[src/hdl/acs_pkg.sv]
/*
 * Shared definitions for the conversion sequencer: register byte offsets,
 * reset values, timing figures and the packed struct that carries the
 * controls to the analog sample-and-hold and converter core.
 * Assumes a 32-bit classic Wishbone bus with byte addresses on wb_adr_i.
 */
package acs_pkg;

    // ------------------------------------------------------------------
    // register byte offsets
    // ------------------------------------------------------------------
    localparam logic [7:0] ACS_OFS_CTRL     = 8'h00; // enable, free run, resolution
    localparam logic [7:0] ACS_OFS_ACCUM    = 8'h04; // accumulation count
    localparam logic [7:0] ACS_OFS_CLKREF   = 8'h08; // prescale, reference
    localparam logic [7:0] ACS_OFS_SDELAY   = 8'h0C; // sample delay
    localparam logic [7:0] ACS_OFS_SLEN     = 8'h10; // sample length
    localparam logic [7:0] ACS_OFS_CHAN     = 8'h14; // input channel
    localparam logic [7:0] ACS_OFS_COMMAND  = 8'h18; // start conversion
    localparam logic [7:0] ACS_OFS_EVENT    = 8'h1C; // start on event
    localparam logic [7:0] ACS_OFS_INTEN    = 8'h20; // result ready irq enable
    localparam logic [7:0] ACS_OFS_FLAGS    = 8'h24; // result ready flag
    localparam logic [7:0] ACS_OFS_DEBUG    = 8'h28; // debug run
    localparam logic [7:0] ACS_OFS_RESULT   = 8'h2C; // conversion result

    // ------------------------------------------------------------------
    // field positions
    // ------------------------------------------------------------------
    localparam int ACS_BIT_ENABLE  = 0;
    localparam int ACS_BIT_FREE_RUNNING_SELECT = 1;
    localparam int ACS_BIT_RESOLUTION_SELECT  = 2;
    localparam int ACS_POS_REF     = 4;

    // ------------------------------------------------------------------
    // reset values
    // ------------------------------------------------------------------
    localparam logic [2:0]  ACS_RST_ACCUM   = 3'h0;
    localparam logic [2:0]  ACS_RST_CLOCK_PRESCALE_SELECT   = 3'h0;
    localparam logic [1:0]  ACS_RST_REF     = 2'h0;
    localparam logic [3:0]  ACS_RST_SDELAY  = 4'h0;
    localparam logic [4:0]  ACS_RST_SLEN    = 5'h00;
    localparam logic [4:0]  ACS_RST_CHAN    = 5'h00;
    localparam logic [15:0] ACS_RST_RESULT  = 16'h0000;

    // ------------------------------------------------------------------
    // timing in converter-clock cycles
    // ------------------------------------------------------------------
    localparam logic [6:0] ACS_CONV_CYCLES = 7'd13; // normal conversion length
    localparam logic [6:0] ACS_SH_CYCLES   = 7'd2;  // start to sample-and-hold
    localparam int         ACS_START_EXTRA = 2;     // trigger pipeline, ref_clk cycles

    // ------------------------------------------------------------------
    // types
    // ------------------------------------------------------------------
    typedef enum logic [1:0] {
        ACS_ST_IDLE = 2'b00,
        ACS_ST_WAIT = 2'b01,
        ACS_ST_CONV = 2'b11
    } acs_state_t;

    typedef struct packed {
        logic       enable;    // analog core powered
        logic       sample;    // sampling window open
        logic       hold;      // one-cycle sample-and-hold event
        logic       convert;   // conversion in progress
        logic [4:0] channel;   // active input channel
        logic [1:0] reference; // active reference
    } acs_ana_t;

endpackage : acs_pkg

[src/hdl/acs_edge_sync.sv]
/*
 * Three-flop synchroniser with agreement filter and rising edge pulse
 * for the asynchronous start event input.
 * Assumes the event level is held for at least three ref_clk cycles.
 */
`timescale 1ns/100ps
module acs_edge_sync (
    input  wire logic ref_clk,
    input  wire logic reset_n,
    input  wire logic async_in,
    output logic      rise_pulse
);
    import acs_pkg::*;

    logic [2:0] sync_q;
    logic       level_q;

    // ------------------------------------------------------------------
    // capture chain; only the second flop reads the first
    // ------------------------------------------------------------------
    always_ff @(posedge ref_clk) begin
        if (!reset_n) begin
            sync_q <= 3'h0;
        end else begin
            sync_q <= {sync_q[1:0], async_in};
        end
    end

    // level moves only when stages two and three agree
    always_ff @(posedge ref_clk) begin
        if (!reset_n) begin
            level_q <= 1'b0;
        end else if (sync_q[1] == sync_q[2]) begin
            level_q <= sync_q[2];
        end
    end

    // edge sensitive: one pulse per low-to-high change
    assign rise_pulse = (sync_q[1] == sync_q[2]) && sync_q[2] && !level_q;

endmodule // acs_edge_sync

[src/hdl/acs_prescaler.sv]
/*
 * Converter clock prescaler: divides ref_clk by 2^(select+1) and gives a
 * one-cycle pulse at each rising converter-clock edge.
 * Assumes run drops whenever the converter is disabled or idle.
 */
`timescale 1ns/100ps
module acs_prescaler #(
    parameter int CNT_W = 8
) (
    input  wire logic       ref_clk,
    input  wire logic       reset_n,
    input  wire logic       run,
    input  wire logic [2:0] select,
    output logic            rise_tick
);
    import acs_pkg::*;

    logic [CNT_W-1:0] cnt_q;
    logic [CNT_W-1:0] factor;
    logic [CNT_W-1:0] half;

    assign factor = CNT_W'(2) << select;
    assign half   = CNT_W'(1) << select; // factor 256 wraps to zero in CNT_W bits

    // counter sits at zero while not running, so start delay is fixed
    always_ff @(posedge ref_clk) begin
        if (!reset_n || !run) begin
            cnt_q <= '0;
        end else if (cnt_q == factor - CNT_W'(1)) begin
            cnt_q <= '0;
        end else begin
            cnt_q <= cnt_q + CNT_W'(1);
        end
    end

    // rising edge half way through each period
    assign rise_tick = run && (cnt_q == half - CNT_W'(1));

endmodule // acs_prescaler

[src/hdl/acs_sequencer.sv]
/*
 * Conversion sequencer: Wishbone register slave, trigger handling,
 * prescaled converter timing, sampling window, accumulation, result and
 * result-ready flag, and locked channel/reference selections.
 * Assumes a SAR core that presents a stable 10-bit value on ana_result
 * at the last converter cycle, and a synchronous cpu_halted level.
 */
`timescale 1ns/100ps

// Summary of operation
// - halted CPU stops block unless debug run
// - start bit starts, reads busy, self-clears except in free run
// - channel change waits for conversion end
// - flag on finish, irq when both enabled
// - flag set even with irq disabled
// - event edge sets start bit when enabled
// - free run restarts right after completion
// - prescaler counts only while enabled
// - prescaler reset when idle, fixed delay
// - thirteen cycles, hold two after start
// - result stored, flag cleared read/write-one
// - sampling lasts two plus delay plus length
// - free run period thirteen plus delay, length
// - active selections track holding registers
// - selections frozen, resume final cycle
// - ten- or eight-bit sample, right adjusted
// - selections apply only when enabled
module acs_sequencer (
    input  wire logic                 ref_clk,
    input  wire logic                 reset_n,
    input  wire logic                 wb_cyc_i,
    input  wire logic                 wb_stb_i,
    input  wire logic                 wb_we_i,
    input  wire logic [7:0]           wb_adr_i,
    input  wire logic [3:0]           wb_sel_i,
    input  wire logic [31:0]          wb_dat_i,
    output logic      [31:0]          wb_dat_o,
    output logic                      wb_ack_o,
    input  wire logic                 cpu_halted,
    input  wire logic                 global_irq_enable,
    input  wire logic                 start_event,
    input  wire logic [9:0]           ana_result,
    output acs_pkg::acs_ana_t         ana_ctl,
    output logic                      result_ready_irq
);
    import acs_pkg::*;

    // ------------------------------------------------------------------
    // software registers
    // ------------------------------------------------------------------
    logic        enable_q;
    logic        free_running_select_q;
    logic        resolution_select_q;
    logic [2:0]  accumulation_count_q;
    logic [2:0]  clock_prescale_select_q;
    logic [1:0]  reference_select_q;
    logic [3:0]  sample_delay_q;
    logic [4:0]  sample_length_q;
    logic [4:0]  input_channel_select_q;
    logic        start_conversion_q;
    logic        start_event_input_enable_q;
    logic        result_irq_enable_q;
    logic        result_ready_flag_q;
    logic        debug_run_q;
    logic [15:0] result_q;

    // ------------------------------------------------------------------
    // sequencer state
    // ------------------------------------------------------------------
    acs_state_t  st_q;
    logic [6:0]  tc_q;
    logic [6:0]  samp_idx_q;
    logic [15:0] acc_q;
    logic [4:0]  active_chan_q;
    logic [1:0]  active_ref_q;
    logic        hold_q;
    logic        sample_q;

    logic        ack_q;
    logic [31:0] rdata_q;
    logic        req;
    logic        wr_lane0;
    logic        run_ok;
    logic        tick;
    logic        ev_pulse;
    logic [6:0]  total_cycles;
    logic [6:0]  samp_end;
    logic        last_cycle;
    logic        conv_done;
    logic        last_sample;
    logic        finish;
    logic        continue_run;
    logic [15:0] sample_val;
    logic [15:0] sum;
    logic        wr_start;
    logic        rd_result;

    // true for a write hitting lane 0 of the given register at the ack edge
    function automatic logic wr_hit(input logic [7:0] ofs);
        return ack_q && wb_we_i && wb_sel_i[0] && (wb_adr_i == ofs);
    endfunction

    // ------------------------------------------------------------------
    // submodules
    // ------------------------------------------------------------------
    acs_edge_sync u_event_sync (
        .ref_clk    (ref_clk),
        .reset_n    (reset_n),
        .async_in   (start_event),
        .rise_pulse (ev_pulse)
    );

    acs_prescaler #(.CNT_W(8)) u_prescaler (
        .ref_clk   (ref_clk),
        .reset_n   (reset_n),
        .run       (enable_q && run_ok && (st_q != ACS_ST_IDLE)),
        .select    (clock_prescale_select_q),
        .rise_tick (tick)
    );

    // ------------------------------------------------------------------
    // derived timing terms
    // ------------------------------------------------------------------
    assign run_ok       = !cpu_halted || debug_run_q;
    assign samp_end     = ACS_SH_CYCLES + 7'(sample_delay_q) + 7'(sample_length_q);
    assign total_cycles = ACS_CONV_CYCLES + 7'(sample_delay_q) + 7'(sample_length_q);
    assign last_cycle   = (st_q == ACS_ST_CONV) && (tc_q == total_cycles - 7'd1);
    assign conv_done    = last_cycle && tick;
    assign last_sample  = samp_idx_q == ((7'd1 << accumulation_count_q) - 7'd1);
    assign finish       = conv_done && last_sample;
    assign continue_run = !last_sample || (free_running_select_q && start_conversion_q);
    assign sample_val   = resolution_select_q ? {8'h00, ana_result[9:2]}
                                              : {6'h00, ana_result};
    assign sum          = (samp_idx_q == 7'd0) ? sample_val : acc_q + sample_val;
    assign wr_start     = wr_hit(ACS_OFS_COMMAND) && wb_dat_i[0];
    assign rd_result    = ack_q && !wb_we_i && (wb_adr_i == ACS_OFS_RESULT);

    // ------------------------------------------------------------------
    // wishbone slave: ack one cycle after request, writes at the ack edge
    // ------------------------------------------------------------------
    assign req      = wb_cyc_i && wb_stb_i && !ack_q;
    assign wr_lane0 = ack_q && wb_we_i && wb_sel_i[0];
    assign wb_ack_o = ack_q;
    assign wb_dat_o = rdata_q;

    always_ff @(posedge ref_clk) begin
        if (!reset_n) begin
            ack_q <= 1'b0;
        end else begin
            ack_q <= req;
        end
    end

    // read data latched with the request; unmapped offsets read zero
    always_ff @(posedge ref_clk) begin
        if (!reset_n) begin
            rdata_q <= 32'h0000_0000;
        end else if (req) begin
            unique case (wb_adr_i)
                ACS_OFS_CTRL:    rdata_q <= {29'h0, resolution_select_q,
                                             free_running_select_q, enable_q};
                ACS_OFS_ACCUM:   rdata_q <= {29'h0, accumulation_count_q};
                ACS_OFS_CLKREF:  rdata_q <= {26'h0, reference_select_q, 1'b0,
                                             clock_prescale_select_q};
                ACS_OFS_SDELAY:  rdata_q <= {28'h0, sample_delay_q};
                ACS_OFS_SLEN:    rdata_q <= {27'h0, sample_length_q};
                ACS_OFS_CHAN:    rdata_q <= {27'h0, input_channel_select_q};
                ACS_OFS_COMMAND: rdata_q <= {31'h0, start_conversion_q};
                ACS_OFS_EVENT:   rdata_q <= {31'h0, start_event_input_enable_q};
                ACS_OFS_INTEN:   rdata_q <= {31'h0, result_irq_enable_q};
                ACS_OFS_FLAGS:   rdata_q <= {31'h0, result_ready_flag_q};
                ACS_OFS_DEBUG:   rdata_q <= {31'h0, debug_run_q};
                ACS_OFS_RESULT:  rdata_q <= {16'h0, result_q};
                default:         rdata_q <= 32'h0000_0000;
            endcase
        end
    end

    // ------------------------------------------------------------------
    // configuration registers (holding side of channel and reference)
    // ------------------------------------------------------------------
    always_ff @(posedge ref_clk) begin
        if (!reset_n) begin
            enable_q                   <= 1'b0;
            free_running_select_q      <= 1'b0;
            resolution_select_q        <= 1'b0;
            accumulation_count_q       <= ACS_RST_ACCUM;
            clock_prescale_select_q    <= ACS_RST_CLOCK_PRESCALE_SELECT;
            reference_select_q         <= ACS_RST_REF;
            sample_delay_q             <= ACS_RST_SDELAY;
            sample_length_q            <= ACS_RST_SLEN;
            input_channel_select_q     <= ACS_RST_CHAN;
            start_event_input_enable_q <= 1'b0;
            result_irq_enable_q        <= 1'b0;
            debug_run_q                <= 1'b0;
        end else if (wr_lane0) begin
            unique case (wb_adr_i)
                ACS_OFS_CTRL: begin
                    enable_q              <= wb_dat_i[ACS_BIT_ENABLE];
                    free_running_select_q <= wb_dat_i[ACS_BIT_FREE_RUNNING_SELECT];
                    resolution_select_q   <= wb_dat_i[ACS_BIT_RESOLUTION_SELECT];
                end
                ACS_OFS_ACCUM:  accumulation_count_q <= (wb_dat_i[2:0] > 3'd6) ? 3'd6
                                                        : wb_dat_i[2:0];
                ACS_OFS_CLKREF: begin
                    clock_prescale_select_q <= wb_dat_i[2:0];
                    reference_select_q      <= wb_dat_i[ACS_POS_REF +: 2];
                end
                ACS_OFS_SDELAY: sample_delay_q         <= wb_dat_i[3:0];
                ACS_OFS_SLEN:   sample_length_q        <= wb_dat_i[4:0];
                ACS_OFS_CHAN:   input_channel_select_q <= wb_dat_i[4:0];
                ACS_OFS_EVENT:  start_event_input_enable_q <= wb_dat_i[0];
                ACS_OFS_INTEN:  result_irq_enable_q    <= wb_dat_i[0];
                ACS_OFS_DEBUG:  debug_run_q            <= wb_dat_i[0];
                default: ;
            endcase
        end
    end

    // ------------------------------------------------------------------
    // start bit: software or event sets, completion clears, set wins
    // ------------------------------------------------------------------
    always_ff @(posedge ref_clk) begin
        if (!reset_n || !enable_q) begin
            start_conversion_q <= 1'b0;
        end else if (wr_start || (ev_pulse && start_event_input_enable_q)) begin
            start_conversion_q <= 1'b1;
        end else if (run_ok && finish && !free_running_select_q) begin
            start_conversion_q <= 1'b0;
        end
    end

    // ------------------------------------------------------------------
    // sequencer: idle, wait for converter edge, convert
    // ------------------------------------------------------------------
    always_ff @(posedge ref_clk) begin
        if (!reset_n || !enable_q) begin
            st_q       <= ACS_ST_IDLE;
            tc_q       <= 7'd0;
            samp_idx_q <= 7'd0;
        end else if (run_ok) begin
            unique case (st_q)
                ACS_ST_IDLE: begin
                    tc_q       <= 7'd0;
                    samp_idx_q <= 7'd0;
                    if (start_conversion_q) begin
                        st_q <= ACS_ST_WAIT;
                    end
                end
                ACS_ST_WAIT: begin
                    if (tick) begin
                        st_q <= ACS_ST_CONV;
                    end
                end
                ACS_ST_CONV: begin
                    if (conv_done) begin
                        tc_q       <= 7'd0;
                        samp_idx_q <= last_sample ? 7'd0 : samp_idx_q + 7'd1;
                        if (!continue_run) begin
                            st_q <= ACS_ST_IDLE;
                        end
                    end else if (tick) begin
                        tc_q <= tc_q + 7'd1;
                    end
                end
                default: st_q <= ACS_ST_IDLE;
            endcase
        end
    end

    // accumulator and result register
    always_ff @(posedge ref_clk) begin
        if (!reset_n) begin
            acc_q    <= 16'h0000;
            result_q <= ACS_RST_RESULT;
        end else if (run_ok && conv_done) begin
            acc_q <= sum;
            if (last_sample) begin
                result_q <= sum;
            end
        end
    end

    // result-ready flag: set wins over read or write-one clear
    always_ff @(posedge ref_clk) begin
        if (!reset_n) begin
            result_ready_flag_q <= 1'b0;
        end else if (run_ok && finish && enable_q) begin
            result_ready_flag_q <= 1'b1;
        end else if (rd_result || (wr_hit(ACS_OFS_FLAGS) && wb_dat_i[0])) begin
            result_ready_flag_q <= 1'b0;
        end
    end

    // active selections: frozen during conversion, free in its last cycle
    always_ff @(posedge ref_clk) begin
        if (!reset_n) begin
            active_chan_q <= ACS_RST_CHAN;
            active_ref_q  <= ACS_RST_REF;
        end else if (enable_q && (st_q != ACS_ST_CONV || last_cycle)) begin
            active_chan_q <= input_channel_select_q;
            active_ref_q  <= reference_select_q;
        end
    end

    // sampling window and hold event toward the analog core
    always_ff @(posedge ref_clk) begin
        if (!reset_n || !enable_q) begin
            sample_q <= 1'b0;
            hold_q   <= 1'b0;
        end else begin
            sample_q <= (st_q == ACS_ST_CONV) && (tc_q < samp_end);
            hold_q   <= run_ok && tick && (st_q == ACS_ST_CONV)
                        && (tc_q == samp_end - 7'd1);
        end
    end

    // ------------------------------------------------------------------
    // outputs
    // ------------------------------------------------------------------
    assign ana_ctl.enable    = enable_q;
    assign ana_ctl.sample    = sample_q && enable_q;
    assign ana_ctl.hold      = hold_q && enable_q;
    assign ana_ctl.convert   = (st_q == ACS_ST_CONV) && enable_q;
    assign ana_ctl.channel   = active_chan_q;
    assign ana_ctl.reference = active_ref_q;
    // level request; stays until the flag is cleared
    assign result_ready_irq  = result_ready_flag_q && result_irq_enable_q
                               && global_irq_enable;

endmodule // acs_sequencer
[config.mk]
export PLATFORM = sky130hd
export DESIGN_NAME = acs_sequencer
export DESIGN_NICKNAME = d
export VERILOG_FILES = /design/src/hdl/acs_pkg.sv /design/src/hdl/acs_edge_sync.sv /design/src/hdl/acs_prescaler.sv /design/src/hdl/acs_sequencer.sv
export SDC_FILE = /design/constraint.sdc
export NUM_CORES = 1
export LEC_CHECK = 0
export ABC_CLOCK_PERIOD_IN_PS = 4700
export BUFFER_PORTS_ARGS = -buffer_cell sky130_fd_sc_hd__buf_4
export CORE_UTILIZATION = 28
export DETAILED_ROUTE_END_ITERATION = 6
export GPL_ROUTABILITY_DRIVEN = 1
export GPL_TIMING_DRIVEN = 0
export PLACE_DENSITY = 0.47
export SYNTH_ARGS = -nofsm -noshare
export SYNTH_HDL_FRONTEND = slang
export SYNTH_SLANG_ARGS = --single-unit
[constraint.sdc]
create_clock -name ref_clk -period 4.7 [get_ports ref_clk]
set_clock_uncertainty 0.1 [all_clocks]
set_input_delay 0.235 -clock ref_clk [delete_from_list [all_inputs] [get_ports ref_clk]]
set_output_delay 0.235 -clock ref_clk [all_outputs]
set_load 0.01 [all_outputs]
# After elaboration in Yosys (flattened, before gate mapping)

Index checks and enable logic that the tools add are counted.
Widths: inputs -> output; s select.

Word-level logic and storage cells: 161
Bits in latches: 0
Memories kept: 0
Bits in writable memories: 0
Memory bits (read-only): 0
Register bits after elaboration: 132

Equal/unequal tests: 25
Bitwise gates (word level): 0
Magnitude comparators: 2
Shift operators: 3
Mux-type cells: 19
Multiply operators: 0
$add $sub $neg: 13
Reductions and logical operators: 71
Divide/modulo/power cells: 0

Operators with widths:

| kind                | count |
|---|---|
| $pmux 16 s12        | 1 |
| $logic_and 1x1->1   | 34 |
| $eq 8x5->1 const B  | 4 |
| $eq 8x6->1 const B  | 4 |
| $mux 7              | 4 |
| $pmux 7 s2          | 2 |
| $eq 7x7->1          | 3 |
| $reduce_and 2->1    | 10 |
| $add 16x10->16      | 1 |
| $eq 8x4->1 const B  | 2 |
| $eq 8x8->1          | 2 |
| $mux 16             | 1 |
| $sub 8x1->8 const B | 2 |
| $add 7x1->7 const B | 2 |
| $sub 6x1->7 const B | 2 |
| $add 5x5->6         | 2 |
| $mux 10             | 1 |
| $ne 2x2->1 const B  | 5 |
| $logic_not 1->1     | 9 |
| $add 8x1->8 const B | 1 |
| $eq 8x3->1 const B  | 1 |
| $logic_not 8->1     | 1 |
| $mux 2              | 4 |
| $reduce_bool 2->1   | 4 |
| 21 further kinds    | 31 |

# Longest topological paths before layout

Gate-level depths: netlist (run 1).

Depth after elaboration: 11
Mapped depth: 13
Gate-level depth less buffers: 12

# Hierarchy

A second synthesis (run 1) with hierarchy kept.

Cell total of the unflattened synthesis: 907
Area, all modules: 7405.9 um^2

By module, submodules not included:

| module        | area each (um^2) | cells an instance | times used | sequential area each (um^2) |
|---|---|---|---|---|
| acs_sequencer | 6595.1           | 813               | 1          | 2082.0 |
| acs_prescaler | 676.9            | 83                | 1          | 160.2 |
| acs_edge_sync | 133.9            | 11                | 1          | 80.1 |

# Least setup slack after synthesis (run 1)

OpenSTA, ideal clock, no wires.

Kind: flip-flop to flip-flop
From: register sample_delay_q[1]
To: register samp_idx_q[3]
Slack: 1687 ps
Arrival time: 2834 ps
Required time: 4521 ps
Cell stages (with the launch flop): 13
Cell sequence: dfxtp_1 -> inv_1 -> ha_1 -> ha_1 -> inv_1 -> fa_1 -> xor2_1 -> nand4b_1 -> nor4b_1 -> o21ai_1 -> nand2b_1 -> or4_1 -> o211ai_1

Longest elaborated chain between the ends: 8

RTL lines:

| item                              | line                 | RTL |
|---|---|---|
| start, declared                   | acs_sequencer.sv:57  | `logic [3:0] sample_delay_q;` |
| start signal, assigned            | acs_sequencer.sv:209 | `ACS_OFS_SDELAY: sample_delay_q <= wb_dat_i[3:0];` |
| $add 4x4->5                       | acs_sequencer.sv:126 | `assign total_cycles = ACS_CONV_CYCLES + 7'(sample_delay_q) + 7'(sample_length_q);` |
| $add 5x5->6                       | acs_sequencer.sv:126 |  |
| $sub 6x1->7                       | acs_sequencer.sv:127 | `assign last_cycle = (st_q == ACS_ST_CONV) && (tc_q == total_cycles - 7'd1);` |
| $eq 7x7->1                        | acs_sequencer.sv:127 |  |
| $logic_and 1x1->1                 | acs_sequencer.sv:127 |  |
| $logic_and 1x1->1                 | acs_sequencer.sv:128 | `assign conv_done = last_cycle && tick;` |
| $ne 2x2->1 (no source line)       | --                   |  |
| $reduce_and 3->1 (no source line) | --                   |  |
| end signal, assigned              | acs_sequencer.sv:258 | `samp_idx_q <= last_sample ? 7'd0 : samp_idx_q + 7'd1;` |
| end, declared                     | acs_sequencer.sv:72  | `logic [6:0] samp_idx_q;` |

Every way passes these cells.
A chain may end at the register's enable or synchronous reset.

# Worst setup path after layout (run 1)

From: register resolution_select_q
To: register result_q[9]

Longest elaborated chain between the ends: 3

RTL lines:

| item                   | line                 | RTL |
|---|---|---|
| start, declared        | acs_sequencer.sv:53  | `logic resolution_select_q;` |
| start signal, assigned | acs_sequencer.sv:201 | `resolution_select_q <= wb_dat_i[ACS_BIT_RESOLUTION_SELECT];` |
| $mux 10 (*)            | acs_sequencer.sv:132 | `assign sample_val = resolution_select_q ? {8'h00, ana_result[9:2]}` |
| $add 16x10->16         | acs_sequencer.sv:134 | `assign sum = (samp_idx_q == 7'd0) ? sample_val : acc_q + sample_val;` |
| $mux 16 (*)            | acs_sequencer.sv:134 |  |
| end signal, assigned   | acs_sequencer.sv:279 | `result_q <= sum;` |
| end, declared          | acs_sequencer.sv:65  | `logic [15:0] result_q;` |

Mark *: on every way between the ends. The rest lies on a longest branch, timed or not.

==> qor.yml, run 1 <==
pwr:
  seqPwrFrac: 0.411
  ir_drop_mv: 0.200
  switchingPower_uw: 590
  switching_share: 0.246
  powerDensity_nw_per_um2: 283
  p_int_mw: 1.81
  clockPowerShare: 0.539
  p_leak_nw: 3.27
  p_total_mw: 2.40
  p_comb_frac: 0.050
detailed_routing:
  drc: 0
  drt-pass1-iter-count: 5
  antenna_left: 0
  totalWireLength_mm: 21.0
  routed_via_density: 4.88
  via_count: 6351
  drt_first_iter_violations: 482
  routedWlPerCell_um: 16.1
layout:
  fin_area_um2: 8480
  stdcell_count: 1301
  drive_above_1_share: 0.143
  syn2layout_area_growth_pct: 22.0
  diodes: 0
  nNetsFinal: 1067
  postLayoutCoreUtil: 0.349
clock_network:
  cts_tree: "yes"
  ctsResizeCount: 0
  cts_max_path_buffers: 2
  clock-root-buffer: "clkbuf_16"
  htree_levels: 4
  cts_sinks: 116
  cts_buffers: 17
  clk_latency_ns: 0.43
  clk_pin_slew_worst_paths_ns: 0.06
synth:
  syn-cell-area_um2: 6960
  ys.flop_type: "dfxtp_1"
  synth_seq_cells: 116
  async_reset_ff_frac: 0
  netlist.top_cell.by_area: "dfxtp_1"
  synth_area_leaders: "dfxtp_1 33%, ha_1 6.8%, nor2_1 5.1%"
  synth_cell_types: 69
  yosysWarnings: 0
  yosys-top-cells-count: "116 x dfxtp_1, 94 x nor2_1, 83 x nand2_1"
  synthCells: 867
  synth_top_cell_area_share: 0.334
  synth_edf_count: 0
  synth_most_common_cell: "dfxtp_1"
  syn_area_per_cell_um2: 8.02
  yosysSeqAreaShare: 0.334
sta:
  rsz0062_at_grt: "no"
  finalHoldViolations: 0
  post-route-period-util: 0.771
  max_freq_mhz: 276
  tns_ns: 0
  slew_headroom: 0.379
  drv_slew: 0
  setup-violations-final: 0
  period_needed_ns: 3.62
  worst_slew_pin_slew_ns: 0.923
placement:
  routabilityCongestion: 0.814
  post-place-cells: 1264
  place_area_um2: 7850
  portBuffers: 58
  hpwl_mm: 15.7
grt:
  overflow: 0
  grt_pass1_wl_mm: 33.6
  grt_util_all_layers: 0.167
  grt_pass1_vias: 5926
  antenna_found_initial: 0
  grt_start_max_net_pins: 17
floorplanning:
  dieArea_um2: 25500
  fp-row-count: 57
  dieHeight_um: 160
  initial_utilization: 0.286
  core_area_um2: 24300
  ios: 107
  die_w_um: 160
worst_setup_path:
  max_stage_delay_ns: 0.52
  worstSetupPathType: "register to register"
  critPathRequiredTime_ns: 4.91
  critical_path_arrival_ns: 3.83
  cp_max_fo: 10
  critPathSlowestCell: "buf_1"
  r2r-start: "resolution_select_q"
  critPathBufInv: 2
  critPathLaunchType: "register"
  r2r_slack_ns: 1.08
  crit_path_start: "resolution_select_q"
  crit_chain: "buf_1, mux2i_1, inv_1, ha_1, a211oi_1, o21bai_1, o21ai_1, a21boi_0, or3_1, a31oi_1, a21oi_1"
  critPathCaptureType: "register"
  critPathTopFamily: "compound AO/OA/AOI/OAI gates"
worst_hold_path:
  worstHoldStart: "wb_dat_i[1]"
  hold_class: "input port to register"
outcome:
  status: "finished, final reports clean"
job:
  cap_violations: 0
[sequential cells by signal, indices dropped and copies added (netlist names), 5 cells and up]
register	flops
sample_length_q	5
acc_q	16
result_q	16
tc_q	7
input_channel_select_q	5
samp_idx_q	7
u_prescaler.cnt_q	8
active_chan_q	5
wb_dat_o	16
[area by class of cell]
class,count,area [um^2]
Buffer,70,350
Clock buffer,20,467
Clock inverter,12,119
Fill cell,2534,15800
Inverter,36,135
Multi-Input combinational cell,660,4210
Sequential cell,116,2320
Tap cell,324,405
Timing Repair Buffer,63,480
[through the flow]
step	hold slack (ns)	setup slack, ns
finish	0.0331	1.08
global route	0.0406	0.739
CTS	0.0276	1.04
detailed placement	0.326	1.06
global placement	0.314	1.06
floorplan	0.262	1.69
[power groups by stage]
stage               sequential, mW  clock (mW)  combinational, mW
finish                       0.986        1.29              0.119
global route                 0.985        1.37              0.131
CTS                          0.986        1.31              0.120
detailed placement            1.01           0              0.117
global placement              1.01           0              0.117
floorplan                     1.01           0             0.0669
[layer usage]
layer,vias to the layer above,part of all wire,GRT usage
met5,-,0,0
li1,3232,-,-
met2,158,0.45,0.264
met4,0,0.014,0.0524
met1,2939,0.48,0.230
met3,22,0.049,0.0312
[cells by family (layout without fill, tap and decap cells)]
kind of cell             Yosys count  after routing  synth area share
XOR/XNOR                          35             35            0.0441
flip-flops                       116            116             0.334
buffers and inverters            106            201            0.0698
AO/OA/AOI/OAI                    190            190             0.178
AND/OR/NAND/NOR                  336            336             0.235
adder cells (fa/ha/maj)           41             41            0.0770
multiplexers                      42             42            0.0619
other                              1             16          0.000539
[what timing repair did]
item / CTS / global route
hold buffers: 4 / 0
hold endpoints to repair: 8 / 0
buffers inserted: 0 / 0
[path summary, 6_finish.rpt]
kind,cells after the start,end
worst max register to register,11,result_q[9]
worst max-delay path,11,result_q[9]
worst min register to register,1,u_event_sync.sync_q[1]
worst min-delay path,3,input_channel_select_q[1]
[worst min-delay path: cells and delay by family]
| family | cells | cell delay, ns |
|---|---|---|
| buf+inv | 1 | 0.15 |
| compound gates | 1 | 0.05 |
| simple gates | 1 | 0.07 |
[placed cells by master, fill, tap and decap left out, types with 17 or more instances in the layout]
master,netlist,final
mux2i_1,34,34
ha_1,38,38
clkbuf_1,40,40
nand2_1,83,83
inv_1,34,34
buf_4,18,76
a22oi_1,23,23
nor2_1,94,94
a21oi_1,50,50
xor2_1,21,21
dfxtp_1,116,116
nand3_1,56,56
clkbuf_16,0,17
o21ai_0,30,30
Power figures use the tool's default switching activity.
==> run 2, diff against run 1 <==
ABC_CLOCK_PERIOD_IN_PS = 3100   (was 4700)
PLACE_DENSITY = 0.49   (was 0.47)
clock period = 3.1 ns   (was 4.7 ns; I/O delays follow)
==> run 2 against run 1 <==
- clock power rose by 57%
- core utilization rose by 1.2 points
- cell count rose by 0.69%
- largest cell class unchanged
- largest power group unchanged
==> qor.yml, run 2 (synthesis gave the netlist of run 1 again) <==
outcome:
  status: "finished, final reports clean"  # unchanged
sta:
  fin_ws_ns: 0.0296  # was 1.08 ns
  setup-violations-final: 0  # unchanged
  period_needed_ns: 3.07  # was 3.62 ns
  slew_headroom: 0.243  # was 0.379
  drv_slew: 0  # unchanged
  worst_hold_slack_ns: 0.0156  # was 0.0331 ns
  max_freq_mhz: 326  # was 276 MHz
  finalHoldViolations: 0  # unchanged
  tns_ns: 0  # unchanged
  post-route-period-util: 0.990  # was 0.771
  worst_slew_pin_slew_ns: 1.13  # was 0.923 ns
  rsz0062_at_grt: "yes"  # was no
pwr:
  switching_share: 0.253  # was 0.246
  powerDensity_nw_per_um2: 423  # was 283 nW/um^2
  p_leak_nw: 3.35  # was 3.27 nW
  clockPowerShare: 0.547  # was 0.539
  seqPwrFrac: 0.403  # was 0.411
  p_int_mw: 2.77  # was 1.81 mW
  p_total_mw: 3.71  # was 2.40 mW
  ir_drop_mv: 0.325  # was 0.200 mV
  p_comb_frac: 0.050  # about the same
  switchingPower_uw: 938  # was 590 uW
clock_network:
  clk_latency_ns: 0.42  # was 0.43 ns
  cts_sinks: 116  # unchanged
  clk_pin_slew_worst_paths_ns: 0.06  # about the same
  clock-root-buffer: "clkbuf_16"  # unchanged
  cts_tree: "yes"  # unchanged
  cts_buffers: 17  # unchanged
  htree_levels: 4  # unchanged
  cts_max_path_buffers: 2  # unchanged
placement:
  post-place-ws_ns: -0.497  # was 1.06 ns
  routabilityCongestion: 0.859  # was 0.814
  place_area_um2: 7850  # unchanged
  hpwl_mm: 15.6  # was 15.7 mm
  portBuffers: 58  # unchanged
grt:
  grt_util_all_layers: 0.169  # was 0.167
  antenna_found_initial: 0  # unchanged
  grt_pass1_vias: 6144  # was 5926
  grt_pass1_wl_mm: 34.0  # was 33.6 mm
  grt_start_max_net_pins: 17  # unchanged
  overflow: 0  # unchanged
layout:
  syn2layout_area_growth_pct: 26.0  # was 22.0%
  layout_common_cells: "110 x dfxtp_1, 94 x nor2_1, 83 x buf_4"  # was 116 x dfxtp_1, 94 x nor2_1, 83 x nand2_1
  drive_above_1_share: 0.177  # was 0.143
  nNetsFinal: 1076  # was 1067
  final_common_cell: "dfxtp_1"  # unchanged
  fin_area_um2: 8770  # was 8480 um^2
  diodes: 0  # unchanged
worst_hold_path:
  hold_class: "input port to register"  # unchanged
floorplanning:
  die_w_um: 160  # unchanged
  core_area_um2: 24300  # unchanged
  dieHeight_um: 160  # unchanged
  initial_utilization: 0.286  # unchanged
  fp-row-count: 57  # unchanged
  ios: 107  # unchanged
  dieArea_um2: 25500  # unchanged
worst_setup_path:
  critPathSlowestCell: "fa_1"  # was buf_1
  cpMostUsedCell: "ha_4"
  critPathLaunchType: "register"  # unchanged
  cp_max_fo: 6  # was 10
  critPathRequiredTime_ns: 3.29  # was 4.91 ns
  max_stage_delay_ns: 0.49  # was 0.52 ns
  critical_path_arrival_ns: 3.26  # was 3.83 ns
  crit_chain: "inv_1, ha_4, ha_4, inv_2, fa_1, xor2_1, nand4b_1, nor4b_2, o21ai_2, buf_4, a31oi_4, buf_12, mux2i_1, nor2_1"  # was buf_1, mux2i_1, inv_1, ha_1, a211oi_1, o21bai_1, o21ai_1, a21boi_0, or3_1, a31oi_1, a21oi_1
  worstSetupPathType: "register to register"  # unchanged
  r2r_slack_ns: 0.03  # was 1.08 ns
  critPathCaptureType: "register"  # unchanged
detailed_routing:
  routedWlPerCell_um: 16.2  # was 16.1 um
  drt_first_iter_violations: 489  # was 482
  antenna_left: 0  # unchanged
  drc: 0  # unchanged
  via_count: 6518  # was 6351
  routed_via_density: 4.98  # was 4.88
  totalWireLength_mm: 21.2  # was 21.0 mm
  drt-pass1-iter-count: 5  # unchanged
job:
  cap_violations: 0  # unchanged
==> run 2: path summary, 6_finish.rpt <==
path / startpoint / to / depth (start not counted)
worst min-delay path: wb_we_i / result_ready_flag_q / 4
worst max register to register: sample_delay_q[1] / active_chan_q[1] / 14
worst max-delay path: sample_delay_q[1] / active_chan_q[1] / 14
worst min register to register: u_event_sync.sync_q[0] / u_event_sync.sync_q[1] / 1
==> run 2: critical path, delay by kind of cell, from the launching register on <==
| family | cells | cell delay (ns) |
|---|---|---|
| compound gates | 2 | 0.36 |
| flops | 1 | 0.33 |
| mux | 1 | 0.18 |
| fa+ha+maj | 3 | 0.92 |
| xor+xnor | 1 | 0.15 |
| buf+inv | 4 | 0.42 |
| simple gates | 3 | 0.47 |
==> run 2: metrics by stage <==
stage	std cells	util
2_1_floorplan	882	-
3_3_place_gp	1264	0.323
3_5_place_dp	1264	0.323
4_1_cts	1306	0.355
5_1_grt	1310	0.360
6_report	1310	0.360
==> run 2: power groups by stage <==
stage | clock network (mW) | logic (mW) | registers, mW
2_1_floorplan | 0 | 0.101 | 1.53
3_3_place_gp | 0 | 0.178 | 1.53
3_5_place_dp | 0 | 0.179 | 1.53
4_1_cts | 2.07 | 0.186 | 1.49
5_1_grt | 2.14 | 0.205 | 1.49
6_report | 2.03 | 0.186 | 1.49
==> run 2: what timing repair did <==
item / CTS / global route
pin swaps: 7 / 10
resized for setup: 21 / 30
hold buffers: 6 / 0
setup endpoints to repair: 58 / 39
setup buffers: 4 / 4
hold endpoints to repair: 19 / 0
==> run 2: final cells by class <==
cell class / count / area [um^2]
fillers: 2549 / 15600
multi-input cells: 660 / 4340
flip-flops and latches: 116 / 2330
repair buffers: 72 / 581
clock buffers: 17 / 425
well taps: 324 / 405
plain buffers: 70 / 379
clock inverters: 15 / 170
inverters: 36 / 138
==> run 2: layer usage <==
layer / part of all wire / GRT usage
met5: 0 / 0
met4: 0.013 / 0.0494
met3: 0.036 / 0.0283
met2: 0.46 / 0.275
met1: 0.49 / 0.227
